## src/common/epfe_defines.vh

```
// Constants for the serial EEPROM SPI slave front end.
// Assumes inclusion by bare name from design files.
`ifndef EPFE_DEFINES_VH
`define EPFE_DEFINES_VH

// Status byte field positions
`define EPFE_ST_BUSY      0
`define EPFE_ST_WEL       1
`define EPFE_ST_BP_LO     2
`define EPFE_ST_BP_HI     3
`define EPFE_ST_PPE       7

// Opcode decode: upper nibble zero, bit 3 ignored, low three bits
`define EPFE_OP_HI_MASK   8'hF0
`define EPFE_OP_LO_MASK   8'h07
`define EPFE_OP_WREN      8'h06
`define EPFE_OP_WRDI      8'h04
`define EPFE_OP_STATUS_READ_COMMAND      8'h05
`define EPFE_OP_WRSR      8'h01
`define EPFE_OP_READ      8'h03
`define EPFE_OP_WRITE     8'h02

// Reset and shipped values
`define EPFE_BYTE_ZERO    8'h00
`define EPFE_ERASED_BYTE  8'hFF
`define EPFE_BIT_LAST     3'h7
`define EPFE_BIT_FIRST    3'h0

// Power-up wait seen by the master, in microseconds
`define EPFE_PUP_TIME_US  100
`define EPFE_CLK_MHZ      100

`endif

```

## src/logic/epfe_sync2.v

```verilog
// Two-flop synchroniser for asynchronous pin levels.
// Assumes one clock; first flop is read only by the second.
module epfe_sync2 #(
    parameter RST_VAL = 1'b0
) (
    input  wire i_clk,
    input  wire i_rst_b,
    input  wire i_async,
    output wire o_sync
);
    reg meta_q;
    reg sync_q;

    // Second stage alone feeds logic
    always @(posedge i_clk or negedge i_rst_b) begin
        if (!i_rst_b) begin
            meta_q <= RST_VAL;
            sync_q <= RST_VAL;
        end else begin
            meta_q <= i_async;
            sync_q <= meta_q;
        end
    end

    assign o_sync = sync_q;
endmodule

```

## src/logic/epfe_slave.v

```verilog
// SPI slave front end of a serial EEPROM: framing, opcode capture,
// status read-out and power-up state of the status bits.
// Assumes SPI pins are asynchronous and oversampled by i_clk, which
// must run several times faster than the serial clock.
`include "epfe_defines.vh"

module epfe_slave (
    input  wire       i_clk,
    input  wire       i_rst_b,
    input  wire       i_por_b,
    input  wire       i_cs_b,
    input  wire       i_sck,
    input  wire       i_si,
    output reg        o_so,
    output wire       o_so_oe_b,
    input  wire [2:0] i_nv_prot,
    input  wire       i_busy,
    output wire       o_write_enable_latch,
    output wire       o_protect_pin_enable,
    output wire       o_block_protect_hi,
    output wire       o_block_protect_lo,
    output wire       o_standby,
    output reg  [7:0] o_opcode,
    output reg        o_opcode_vld,
    output reg        o_opcode_bad,
    output reg  [7:0] o_rx_byte,
    output reg        o_rx_vld,
    input  wire [7:0] i_tx_byte,
    output reg        o_tx_req
);
    localparam ST_IDLE = 2'b00;
    localparam ST_OPC  = 2'b01;
    localparam ST_DATA = 2'b10;
    localparam ST_DEAD = 2'b11;

    wire       cs_b_s;
    wire       sck_s;
    wire       si_s;
    wire       por_b_s;
    reg        sck_prev_q;
    reg        cs_prev_q;
    reg  [1:0] state_q;
    reg  [2:0] bit_q;
    reg  [7:0] sh_q;
    reg  [7:0] tx_q;
    reg        drive_q;
    reg        read_q;
    reg        wel_q;
    reg  [2:0] prot_q;
    reg        prot_loaded_q;

    // Pin levels cross into the clock domain
    epfe_sync2 #(.RST_VAL(1'b1)) u_cs (
        .i_clk(i_clk), .i_rst_b(i_rst_b), .i_async(i_cs_b),
        .o_sync(cs_b_s));
    epfe_sync2 #(.RST_VAL(1'b0)) u_sck (
        .i_clk(i_clk), .i_rst_b(i_rst_b), .i_async(i_sck),
        .o_sync(sck_s));
    epfe_sync2 #(.RST_VAL(1'b0)) u_si (
        .i_clk(i_clk), .i_rst_b(i_rst_b), .i_async(i_si),
        .o_sync(si_s));
    epfe_sync2 #(.RST_VAL(1'b0)) u_por (
        .i_clk(i_clk), .i_rst_b(i_rst_b), .i_async(i_por_b),
        .o_sync(por_b_s));

    wire sck_rise = sck_s & ~sck_prev_q;
    wire sck_fall = ~sck_s & sck_prev_q;
    wire cs_fall  = ~cs_b_s & cs_prev_q;
    wire selected = ~cs_b_s & por_b_s;

    // Opcode decode, bit 3 is a don't care
    function op_is;
        input [7:0] op;
        input [7:0] code;
        begin
            op_is = ((op & `EPFE_OP_HI_MASK) == `EPFE_BYTE_ZERO) &&
                    ((op & `EPFE_OP_LO_MASK) == code);
        end
    endfunction

    function op_known;
        input [7:0] op;
        begin
            op_known = op_is(op, `EPFE_OP_WREN) |
                       op_is(op, `EPFE_OP_WRDI) |
                       op_is(op, `EPFE_OP_STATUS_READ_COMMAND) |
                       op_is(op, `EPFE_OP_WRSR) |
                       op_is(op, `EPFE_OP_READ) |
                       op_is(op, `EPFE_OP_WRITE);
        end
    endfunction

    wire [7:0] shifted = {sh_q[6:0], si_s};
    wire [7:0] status  = {prot_q[2], 3'h0, prot_q[1], prot_q[0],
                          wel_q, i_busy};

    // Edge history; modes 0 and 3 use the same edges, the clock idle level is never looked at
    always @(posedge i_clk or negedge i_rst_b) begin
        if (!i_rst_b) begin
            sck_prev_q <= 1'b0;
            cs_prev_q  <= 1'b1;
        end else begin
            sck_prev_q <= sck_s;
            cs_prev_q  <= cs_b_s;
        end
    end

    // Protection bits stand for nonvolatile cells: loaded once after
    // power-on reset, never cleared by it
    always @(posedge i_clk or negedge i_rst_b) begin
        if (!i_rst_b) begin
            prot_q        <= 3'h0;
            prot_loaded_q <= 1'b0;
        end else if (!prot_loaded_q && por_b_s) begin
            prot_q        <= i_nv_prot;
            prot_loaded_q <= 1'b1;
        end
    end

    // Serial framing state machine
    always @(posedge i_clk or negedge i_rst_b) begin
        if (!i_rst_b) begin
            state_q      <= ST_IDLE;
            bit_q        <= `EPFE_BIT_FIRST;
            sh_q         <= `EPFE_BYTE_ZERO;
            tx_q         <= `EPFE_BYTE_ZERO;
            drive_q      <= 1'b0;
            read_q       <= 1'b0;
            wel_q        <= 1'b0;
            o_so         <= 1'b0;
            o_opcode     <= `EPFE_BYTE_ZERO;
            o_opcode_vld <= 1'b0;
            o_opcode_bad <= 1'b0;
            o_rx_byte    <= `EPFE_BYTE_ZERO;
            o_rx_vld     <= 1'b0;
            o_tx_req     <= 1'b0;
        end else begin
            o_opcode_vld <= 1'b0;
            o_opcode_bad <= 1'b0;
            o_rx_vld     <= 1'b0;
            o_tx_req     <= 1'b0;
            if (!por_b_s) begin
                state_q <= ST_IDLE;
                bit_q   <= `EPFE_BIT_FIRST;
                drive_q <= 1'b0;
                read_q  <= 1'b0;
                wel_q   <= 1'b0;
            end else if (!selected) begin
                state_q <= ST_IDLE;
                bit_q   <= `EPFE_BIT_FIRST;
                sh_q    <= `EPFE_BYTE_ZERO;
                drive_q <= 1'b0;
                read_q  <= 1'b0;
            end else begin
                case (state_q)
                ST_IDLE: begin
                    // Only a fresh select falling edge opens a frame
                    if (cs_fall) begin
                        state_q <= ST_OPC;
                    end
                end
                ST_OPC: begin
                    if (sck_rise) begin
                        sh_q  <= shifted;
                        bit_q <= bit_q + 3'h1;
                        if (bit_q == `EPFE_BIT_LAST) begin
                            o_opcode <= shifted;
                            if (op_known(shifted)) begin
                                o_opcode_vld <= 1'b1;
                                state_q      <= ST_DATA;
                                if (op_is(shifted, `EPFE_OP_WREN))
                                    wel_q <= 1'b1;
                                if (op_is(shifted, `EPFE_OP_WRDI))
                                    wel_q <= 1'b0;
                                if (op_is(shifted, `EPFE_OP_STATUS_READ_COMMAND)) begin
                                    read_q <= 1'b1;
                                    tx_q   <= status;
                                end
                                if (op_is(shifted, `EPFE_OP_READ)) begin
                                    read_q <= 1'b1;
                                    tx_q   <= i_tx_byte;
                                end
                            end else begin
                                o_opcode_bad <= 1'b1;
                                state_q      <= ST_DEAD;
                            end
                        end
                    end
                end
                ST_DATA: begin
                    if (sck_rise) begin
                        sh_q  <= shifted;
                        bit_q <= bit_q + 3'h1;
                        if (bit_q == `EPFE_BIT_LAST) begin
                            o_rx_byte <= shifted;
                            o_rx_vld  <= ~read_q;
                        end
                    end
                    if (sck_fall && read_q) begin
                        drive_q <= 1'b1;
                        o_so    <= tx_q[7];
                        tx_q    <= {tx_q[6:0], 1'b0};
                        if (bit_q == `EPFE_BIT_LAST) begin
                            o_tx_req <= 1'b1;
                        end
                    end
                    // Reload at byte edge; status repeats while read
                    if (sck_rise && read_q &&
                        bit_q == `EPFE_BIT_LAST) begin
                        tx_q <= op_is(o_opcode, `EPFE_OP_STATUS_READ_COMMAND) ?
                                status : i_tx_byte;
                    end
                end
                default: begin
                    drive_q <= 1'b0;
                end
                endcase
            end
        end
    end

    // Output off unless selected and shifting a read
    assign o_so_oe_b = ~(drive_q & selected);

    assign o_write_enable_latch = wel_q;
    assign o_protect_pin_enable = prot_q[2];
    assign o_block_protect_hi   = prot_q[1];
    assign o_block_protect_lo   = prot_q[0];
    assign o_standby            = (state_q == ST_IDLE);
endmodule

```

## config.mk

```make
export PLATFORM = sky130hd
export DESIGN_NAME = epfe_slave
export DESIGN_NICKNAME = d
export VERILOG_FILES = /design/src/logic/epfe_sync2.v /design/src/logic/epfe_slave.v
export VERILOG_INCLUDE_DIRS = /design/src /design/src/common
export SDC_FILE = /design/constraint.sdc
export NUM_CORES = 1
export LEC_CHECK = 0
export BUFFER_PORTS_ARGS = -buffer_cell sky130_fd_sc_hd__buf_2
export CAP_MARGIN = 20
export CORE_UTILIZATION = 59
export DETAILED_ROUTE_END_ITERATION = 8
export PLACE_DENSITY_LB_ADDON = 0.15
export SYNTH_ARGS = -nofsm -noshare
export SYNTH_HDL_FRONTEND = slang
export SYNTH_SLANG_ARGS = --single-unit
```

## constraint.sdc

```tcl
create_clock -name i_clk -period 3.2 [get_ports i_clk]
set_input_delay 0.16 -clock i_clk [delete_from_list [all_inputs] [get_ports i_clk]]
set_output_delay 0.16 -clock i_clk [all_outputs]
set_load 0.01 [all_outputs]
```

# Yosys cells after proc, flatten, opt, wreduce, memory -nomap -nowiden

Cells that the tools add are included.

$add $sub $neg: 1
Equality and inequality tests: 35
Mux-type cells: 65
Bitwise logic cells: 15
Reductions and logical operators: 28

Operators by type and width:

| cell                                                | number |
|---|---|
| two-way mux 8 bit                                   | 8 |
| two-way mux 1 bit                                   | 42 |
| != test 3 bit, second input constant                | 9 |
| != test 4 bit, second input constant                | 6 |
| two-way mux 7 bit                                   | 3 |
| != test 2 bit, second input constant                | 10 |
| zero test 8 bit                                     | 2 |
| one-hot mux 8 bit (2 select lines)                  | 1 |
| equality test 3 bit, second input constant          | 5 |
| AND reduction 5 bit                                 | 3 |
| two-way mux 3 bit                                   | 4 |
| logical AND 1 bit                                   | 11 |
| two-way mux 2 bit                                   | 5 |
| AND reduction 4 bit                                 | 2 |
| AND reduction 8 bit                                 | 1 |
| equality test 3 x 2 -> 1 bit, second input constant | 2 |
| AND reduction 6 bit                                 | 1 |
| bitwise AND 1 bit                                   | 5 |
| NOT 1 bit                                           | 5 |
| bitwise OR 1 bit                                    | 5 |
| one-hot mux 2 bit (2 select lines)                  | 1 |
| AND reduction 2 bit                                 | 2 |
| OR reduction 2 bit                                  | 2 |
| adder 3 x 1 -> 3 bit, second input constant         | 1 |
| 8 further kinds                                     | 8 |

Bits in registers: 58
Input bits: 18
Output and inout port bits: 27
Word-level logic and storage cells: 170

# Depth between registers and ports, before layout

Depth in word-level cells: 13
Mapped depth: 8
Mapped depth without buffers: 7

# Cells and area by module

From an unflattened synthesis, not the netlist that was laid out.

Cell total of the unflattened synthesis: 210
Area, all modules: 2597.5 um^2

Modules (own cells, without submodules):

| module                  | instances | cells an instance | area each (um^2) | seq. area each (um^2) |
|---|---|---|---|---|
| epfe_slave              | 1         | 202               | 2394.8           | 1252.5 |
| epfe_sync2 at u_por ... | 3         | 2                 | 50.0             | 50.0 |
| epfe_sync2 at u_cs      | 1         | 2                 | 52.6             | 52.6 |

# Worst setup path after synthesis

Ideal clock, no wire load.

Path kind: register to register
Start: reg bit_q[0]
End: reg tx_q[1]
Setup time: 77 ps
Arrival time: 1769 ps
Required time: 3123 ps
Setup slack: 1353 ps
Stages on the path, launching flop included: 9
Path buffers: 1
Clock period less this slack: 1847 ps
Cells stage by stage: dfrtp_1 > ha_1 > ha_1 > and3b_1 > nand2_1 > buf_2 > nor3_1 > o32a_1 > a21oi_1

Word-level cells in the longest chain between the ends: 4
Elaborated cells between the ends (all ways): 7
Classes of those cells: 3 x eq/ne; 2 x mux; 2 x reduce/logical

RTL lines:

| what                                                                                       | line             | text |
|---|---|---|
| start: declaration                                                                         | epfe_slave.v:43  | `reg [2:0] bit_q;` |
| start signal: assignment                                                                   | epfe_slave.v:124 | `` bit_q <= `EPFE_BIT_FIRST; `` |
| start signal: assignment                                                                   | epfe_slave.v:144 | `` bit_q <= `EPFE_BIT_FIRST; `` |
| start signal: assignment                                                                   | epfe_slave.v:150 | `` bit_q <= `EPFE_BIT_FIRST; `` |
| equality test 3 bit (no source line) *                                                     | n/a              |  |
| logical AND 1 bit (no source line)                                                         | n/a              |  |
| != test 3 bit (no source line) or two-way mux 8 bit (tied branches)                        | n/a              |  |
| AND reduction 8 bit (no source line) or one-hot mux 8 bit (2 select lines) (tied branches) | n/a              |  |
| end signal: assignment                                                                     | epfe_slave.v:126 | `` tx_q <= `EPFE_BYTE_ZERO; `` |
| end signal: assignment                                                                     | epfe_slave.v:177 | `tx_q <= status;` |
| end signal: assignment                                                                     | epfe_slave.v:181 | `tx_q <= i_tx_byte;` |
| end: declaration                                                                           | epfe_slave.v:45  | `reg [7:0] tx_q;` |

Mark *: on every way between the ends. The rest lies on a longest branch, timed or not.
A chain may end at the register's enable or synchronous reset.

# Worst setup path in the final report

Start: reg state_q[0]
End: reg tx_q[0]

Word-level cells in the longest chain between the ends: 3
Elaborated cells between the ends (all ways): 10
Classes of those cells: 7 x eq/ne; 1 x mux; 2 x reduce/logical

RTL lines:

| what                                                                | line             | text |
|---|---|---|
| start: declaration                                                  | epfe_slave.v:42  | `reg [1:0] state_q;` |
| start signal: assignment                                            | epfe_slave.v:123 | `state_q <= ST_IDLE;` |
| start signal: assignment                                            | epfe_slave.v:143 | `state_q <= ST_IDLE;` |
| start signal: assignment                                            | epfe_slave.v:149 | `state_q <= ST_IDLE;` |
| equality test 2 bit or equality test 2 x 1 -> 1 bit (tied branches) | epfe_slave.v:155 | `case (state_q)` |
| != test 3 bit (no source line) (tied with other cells)              | n/a              |  |
| AND reduction 8 bit (no source line)                                | n/a              |  |
| end signal: assignment                                              | epfe_slave.v:177 |  |
| end signal: assignment                                              | epfe_slave.v:181 |  |
| end signal: assignment                                              | epfe_slave.v:202 | `tx_q <= {tx_q[6:0], 1'b0};` |

Parallel ways exist; a longest one is shown, timed or not.

==> flow_metrics.env <==
export IMPL_outcome="finished, final reports clean"
export IMPL_wl_per_cell_um=16.2
export IMPL_root_buffer="clkbuf_8"
export IMPL_yosysWarnings=0
export IMPL_slew_violations=0
export IMPL_io_buffers=44
export IMPL_dp_hpwl_um=3490
export IMPL_synthMuxAreaShare_pct=11.8
export IMPL_synth_top_family_by_area="simple AND/OR/NAND/NOR gates"
export IMPL_numCtsBuffers=9
export IMPL_synth_top_area_cell="dfrtp_1"
export IMPL_initial_core_util_pct=62.8
export IMPL_postSynthCellCount=208
export IMPL_synth_area_top_cells="dfrtp_1 (53%), mux2_2 (8.7%), mux2i_1 (3.1%), dfstp_2 (3.0%), ha_1 (2.4%)"
export IMPL_cp_required_ns=3.42
export IMPL_endpoint_kind="flip-flop"
export IMPL_synth_xor_area_share_pct=0.677
export IMPL_cts_buffer_depth=2
export IMPL_cts_setup_buffers=0
export IMPL_critPathMaxFanout=16
export IMPL_ir_drop_mv=0.429
export IMPL_setup_ws_ns=0.811
export IMPL_pwr_density_cell_nw_per_um2=491
export IMPL_num_nets_final=283
export IMPL_coreArea_um2=4120
export IMPL_synthToLayoutAreaGrowth_pct=16.9
export IMPL_drtIter0Drc=56
export IMPL_rsz0062_at_grt="false"
export IMPL_netlist_area_um2=2590
export IMPL_synth_edff_count=0
export IMPL_antenna_cells=0
export IMPL_drc=0
export IMPL_grt_start_max_net_pins=33
export IMPL_clkTransAtPathRegs_ns=0.06
export IMPL_yosys_area_share_simple_pct=13.0
export IMPL_dr_pass1_iters=4
export IMPL_drive_gt1_share_pct=36.4
export IMPL_vias_per_cell=5.85
export IMPL_placementRows=23
export IMPL_cts_resized=0
export IMPL_synth_seq_cells=58
export IMPL_tightest_slew_ns=0.729
export IMPL_cap_violations=0
export IMPL_synthFlopType="dfrtp_1"
export IMPL_hp_class="input pin to flip-flop"
export IMPL_pre_cts_ws_ns=0.824
export IMPL_synthArstFlopShare_pct=100
export IMPL_power_leakage_nw=1.41
export IMPL_clock_latency_ns=0.34
export IMPL_path_class="flip-flop to flip-flop"
export IMPL_cts_max_level=3
export IMPL_io_pins=45
export IMPL_antenna_found_initial=0
export IMPL_finalHoldViolCount=0
export IMPL_grt_pass1_wl_um=8270
export IMPL_synth_top_cell_area_share_pct=53.2
export IMPL_fin_crit_sh_pct=74.6
export IMPL_ys_seq_area_share_pct=56.3
export IMPL_wl_um=5100
export IMPL_die_y_um=68.2
export IMPL_synth_cell_type_count=48
export IMPL_cts_tree="done"
export IMPL_place_congestion=0.778
export IMPL_synthAdderAreaFrac_pct=2.42
export IMPL_fmax_mhz=419
export IMPL_synth_nets=231
export IMPL_die_w_um=68.2
export IMPL_gr_total_overflow=0
export IMPL_first_global_vias=1816
export IMPL_start_kind="flip-flop"
export IMPL_die_area_um2=4650
export IMPL_relSlewSlack_pct=51.0
export IMPL_cp_arrival_ns=2.61
export IMPL_setup_viol=0
export IMPL_synth_compound_area_share_pct=12.7
export IMPL_final_core_util_pct=73.5
export IMPL_clock_skew_ns=0.0110
export IMPL_ant_nets=0
export IMPL_avgSynthCellArea_um2=12.4
export IMPL_finalSetupTns_ns=0
export IMPL_grt_util_all_layers_pct=25.5
export IMPL_numClockSinks=58
export IMPL_vias=1837
export IMPL_fin_crit_ns=2.39
flip-flops by register name, summed over array words and instances, names as in the netlist, 2 cells and up:
register   count
state_q        2
o_rx_byte      8
o_opcode       8
prot_q         3
bit_q          3
sh_q           7
tx_q           8
routing by layer:
metal	track usage, %	wire, um	part of all wire, %
met4	13.5	108	2.1
met3	7.33	196	3.8
met5	0	0	0
met1	31.9	2390	47
met2	39.8	2400	47
Yosys cell counts, types with 2 or more instances:
library cell	instances
nor2b_1	6
o21ai_0	5
a22o_1	4
o32a_1	4
buf_2	3
a31oi_1	5
dfstp_2	3
clkbuf_2	2
nor2_1	13
and2_1	2
a21oi_2	2
nor2_2	2
and4b_1	2
dfrtp_1	55
mux2_2	20
nand2_1	13
mux2i_1	8
a22o_2	2
a21oi_1	8
xor2_1	2
nor3_1	10
a32oi_1	3
ha_1	5
inv_1	5
layout by cell type (no fill, tap or decap), types with 2 or more instances in the layout:
| master | instances |
|---|---|
| dfrtp_1 | 55 |
| buf_2 | 44 |
| mux2_2 | 20 |
| nand2_1 | 13 |
| nor2_1 | 13 |
| nor3_1 | 10 |
| clkbuf_8 | 9 |
| a21oi_1 | 8 |
| mux2i_1 | 8 |
| nor2b_1 | 6 |
| inv_1 | 5 |
| a31oi_1 | 5 |
| o21ai_0 | 5 |
| ha_1 | 5 |
| dlygate4sd3_1 | 5 |
| a22o_1 | 4 |
| o32a_1 | 4 |
| clkinv_2 | 4 |
| a32oi_1 | 3 |
| dfstp_2 | 3 |
| and2_1 | 2 |
| nor2_2 | 2 |
| xor2_1 | 2 |
| and4b_1 | 2 |
| a21oi_2 | 2 |
| a22o_2 | 2 |
| clkinvlp_4 | 2 |
per-stage QoR:
stage          total power [mW]  cell area (um2)  hold WS [ns]  std cells
2_1_floorplan             0.897             2590        -0.136        208
3_3_place_gp              0.943             2820         0.239        294
3_5_place_dp              0.947             2820         0.246        294
4_1_cts                    1.50             3020        0.0519        314
5_1_grt                    1.55             3020        0.0561        314
6_report                   1.48             3020        0.0592        314
area by class of cell:
type	count	area, um2
tap	50	62.6
sequential	58	1460
timing repair buffer	50	278
multi-input combinational	136	1050
fill	304	1090
inverter	5	18.8
clock buffer	9	124
clock inverter	6	35.0
report_power, final:
group / leakage (nW) / total, mW / switching, mW / internal (mW)
registers: 0.750 / 0.816 / 0.0319 / 0.784
logic: 0.582 / 0.122 / 0.0664 / 0.0561
clock network: 0.0806 / 0.546 / 0.277 / 0.270
total: 1.41 / 1.48 / 0.375 / 1.11
cells by family after synthesis:
family,Yosys count
XOR/XNOR,2
AO/OA/AOI/OAI,43
adder cells (fa/ha/maj),5
buffers and inverters,14
flip-flops,58
multiplexers,28
AND/OR/NAND/NOR,58
final timing paths:
| kind | start | endpoint | slack (ns) | cells past startpoint |
|---|---|---|---|---|
| max | state_q[0]$_DFFE_PN0P_ | tx_q[0]$_DFFE_PN0P_ | 0.81 | 6 |
| min | i_nv_prot[1] | prot_q[1]$_DFFE_PN0P_ | 0.06 | 2 |
| max reg2reg | state_q[0]$_DFFE_PN0P_ | tx_q[0]$_DFFE_PN0P_ | 0.81 | 6 |
| min reg2reg | u_si.meta_q$_DFF_PN0_ | u_si.o_sync$_DFF_PN0_ | 0.35 | 0 |
| max in group asynchronous | i_rst_b | prot_q[2]$_DFFE_PN0P_ | 1.96 | 3 |
| min in group asynchronous | i_rst_b | tx_q[5]$_DFFE_PN0P_ | 0.42 | 2 |
critical path, cell delays in order (launching register included):
cell      delay, ns
dfrtp_1        0.39
inv_1          0.09
ha_1           0.47
o211ai_1       0.24
a221oi_4       0.68
o221ai_1       0.25
o21a_1         0.15
what timing repair did:
item                                    4_1_cts  5_1_grt
hold buffers                                  5        0
hold endpoints to repair                     32        0
endpoints found under the setup margin        0        0
(Power assumes the default switching activity.)
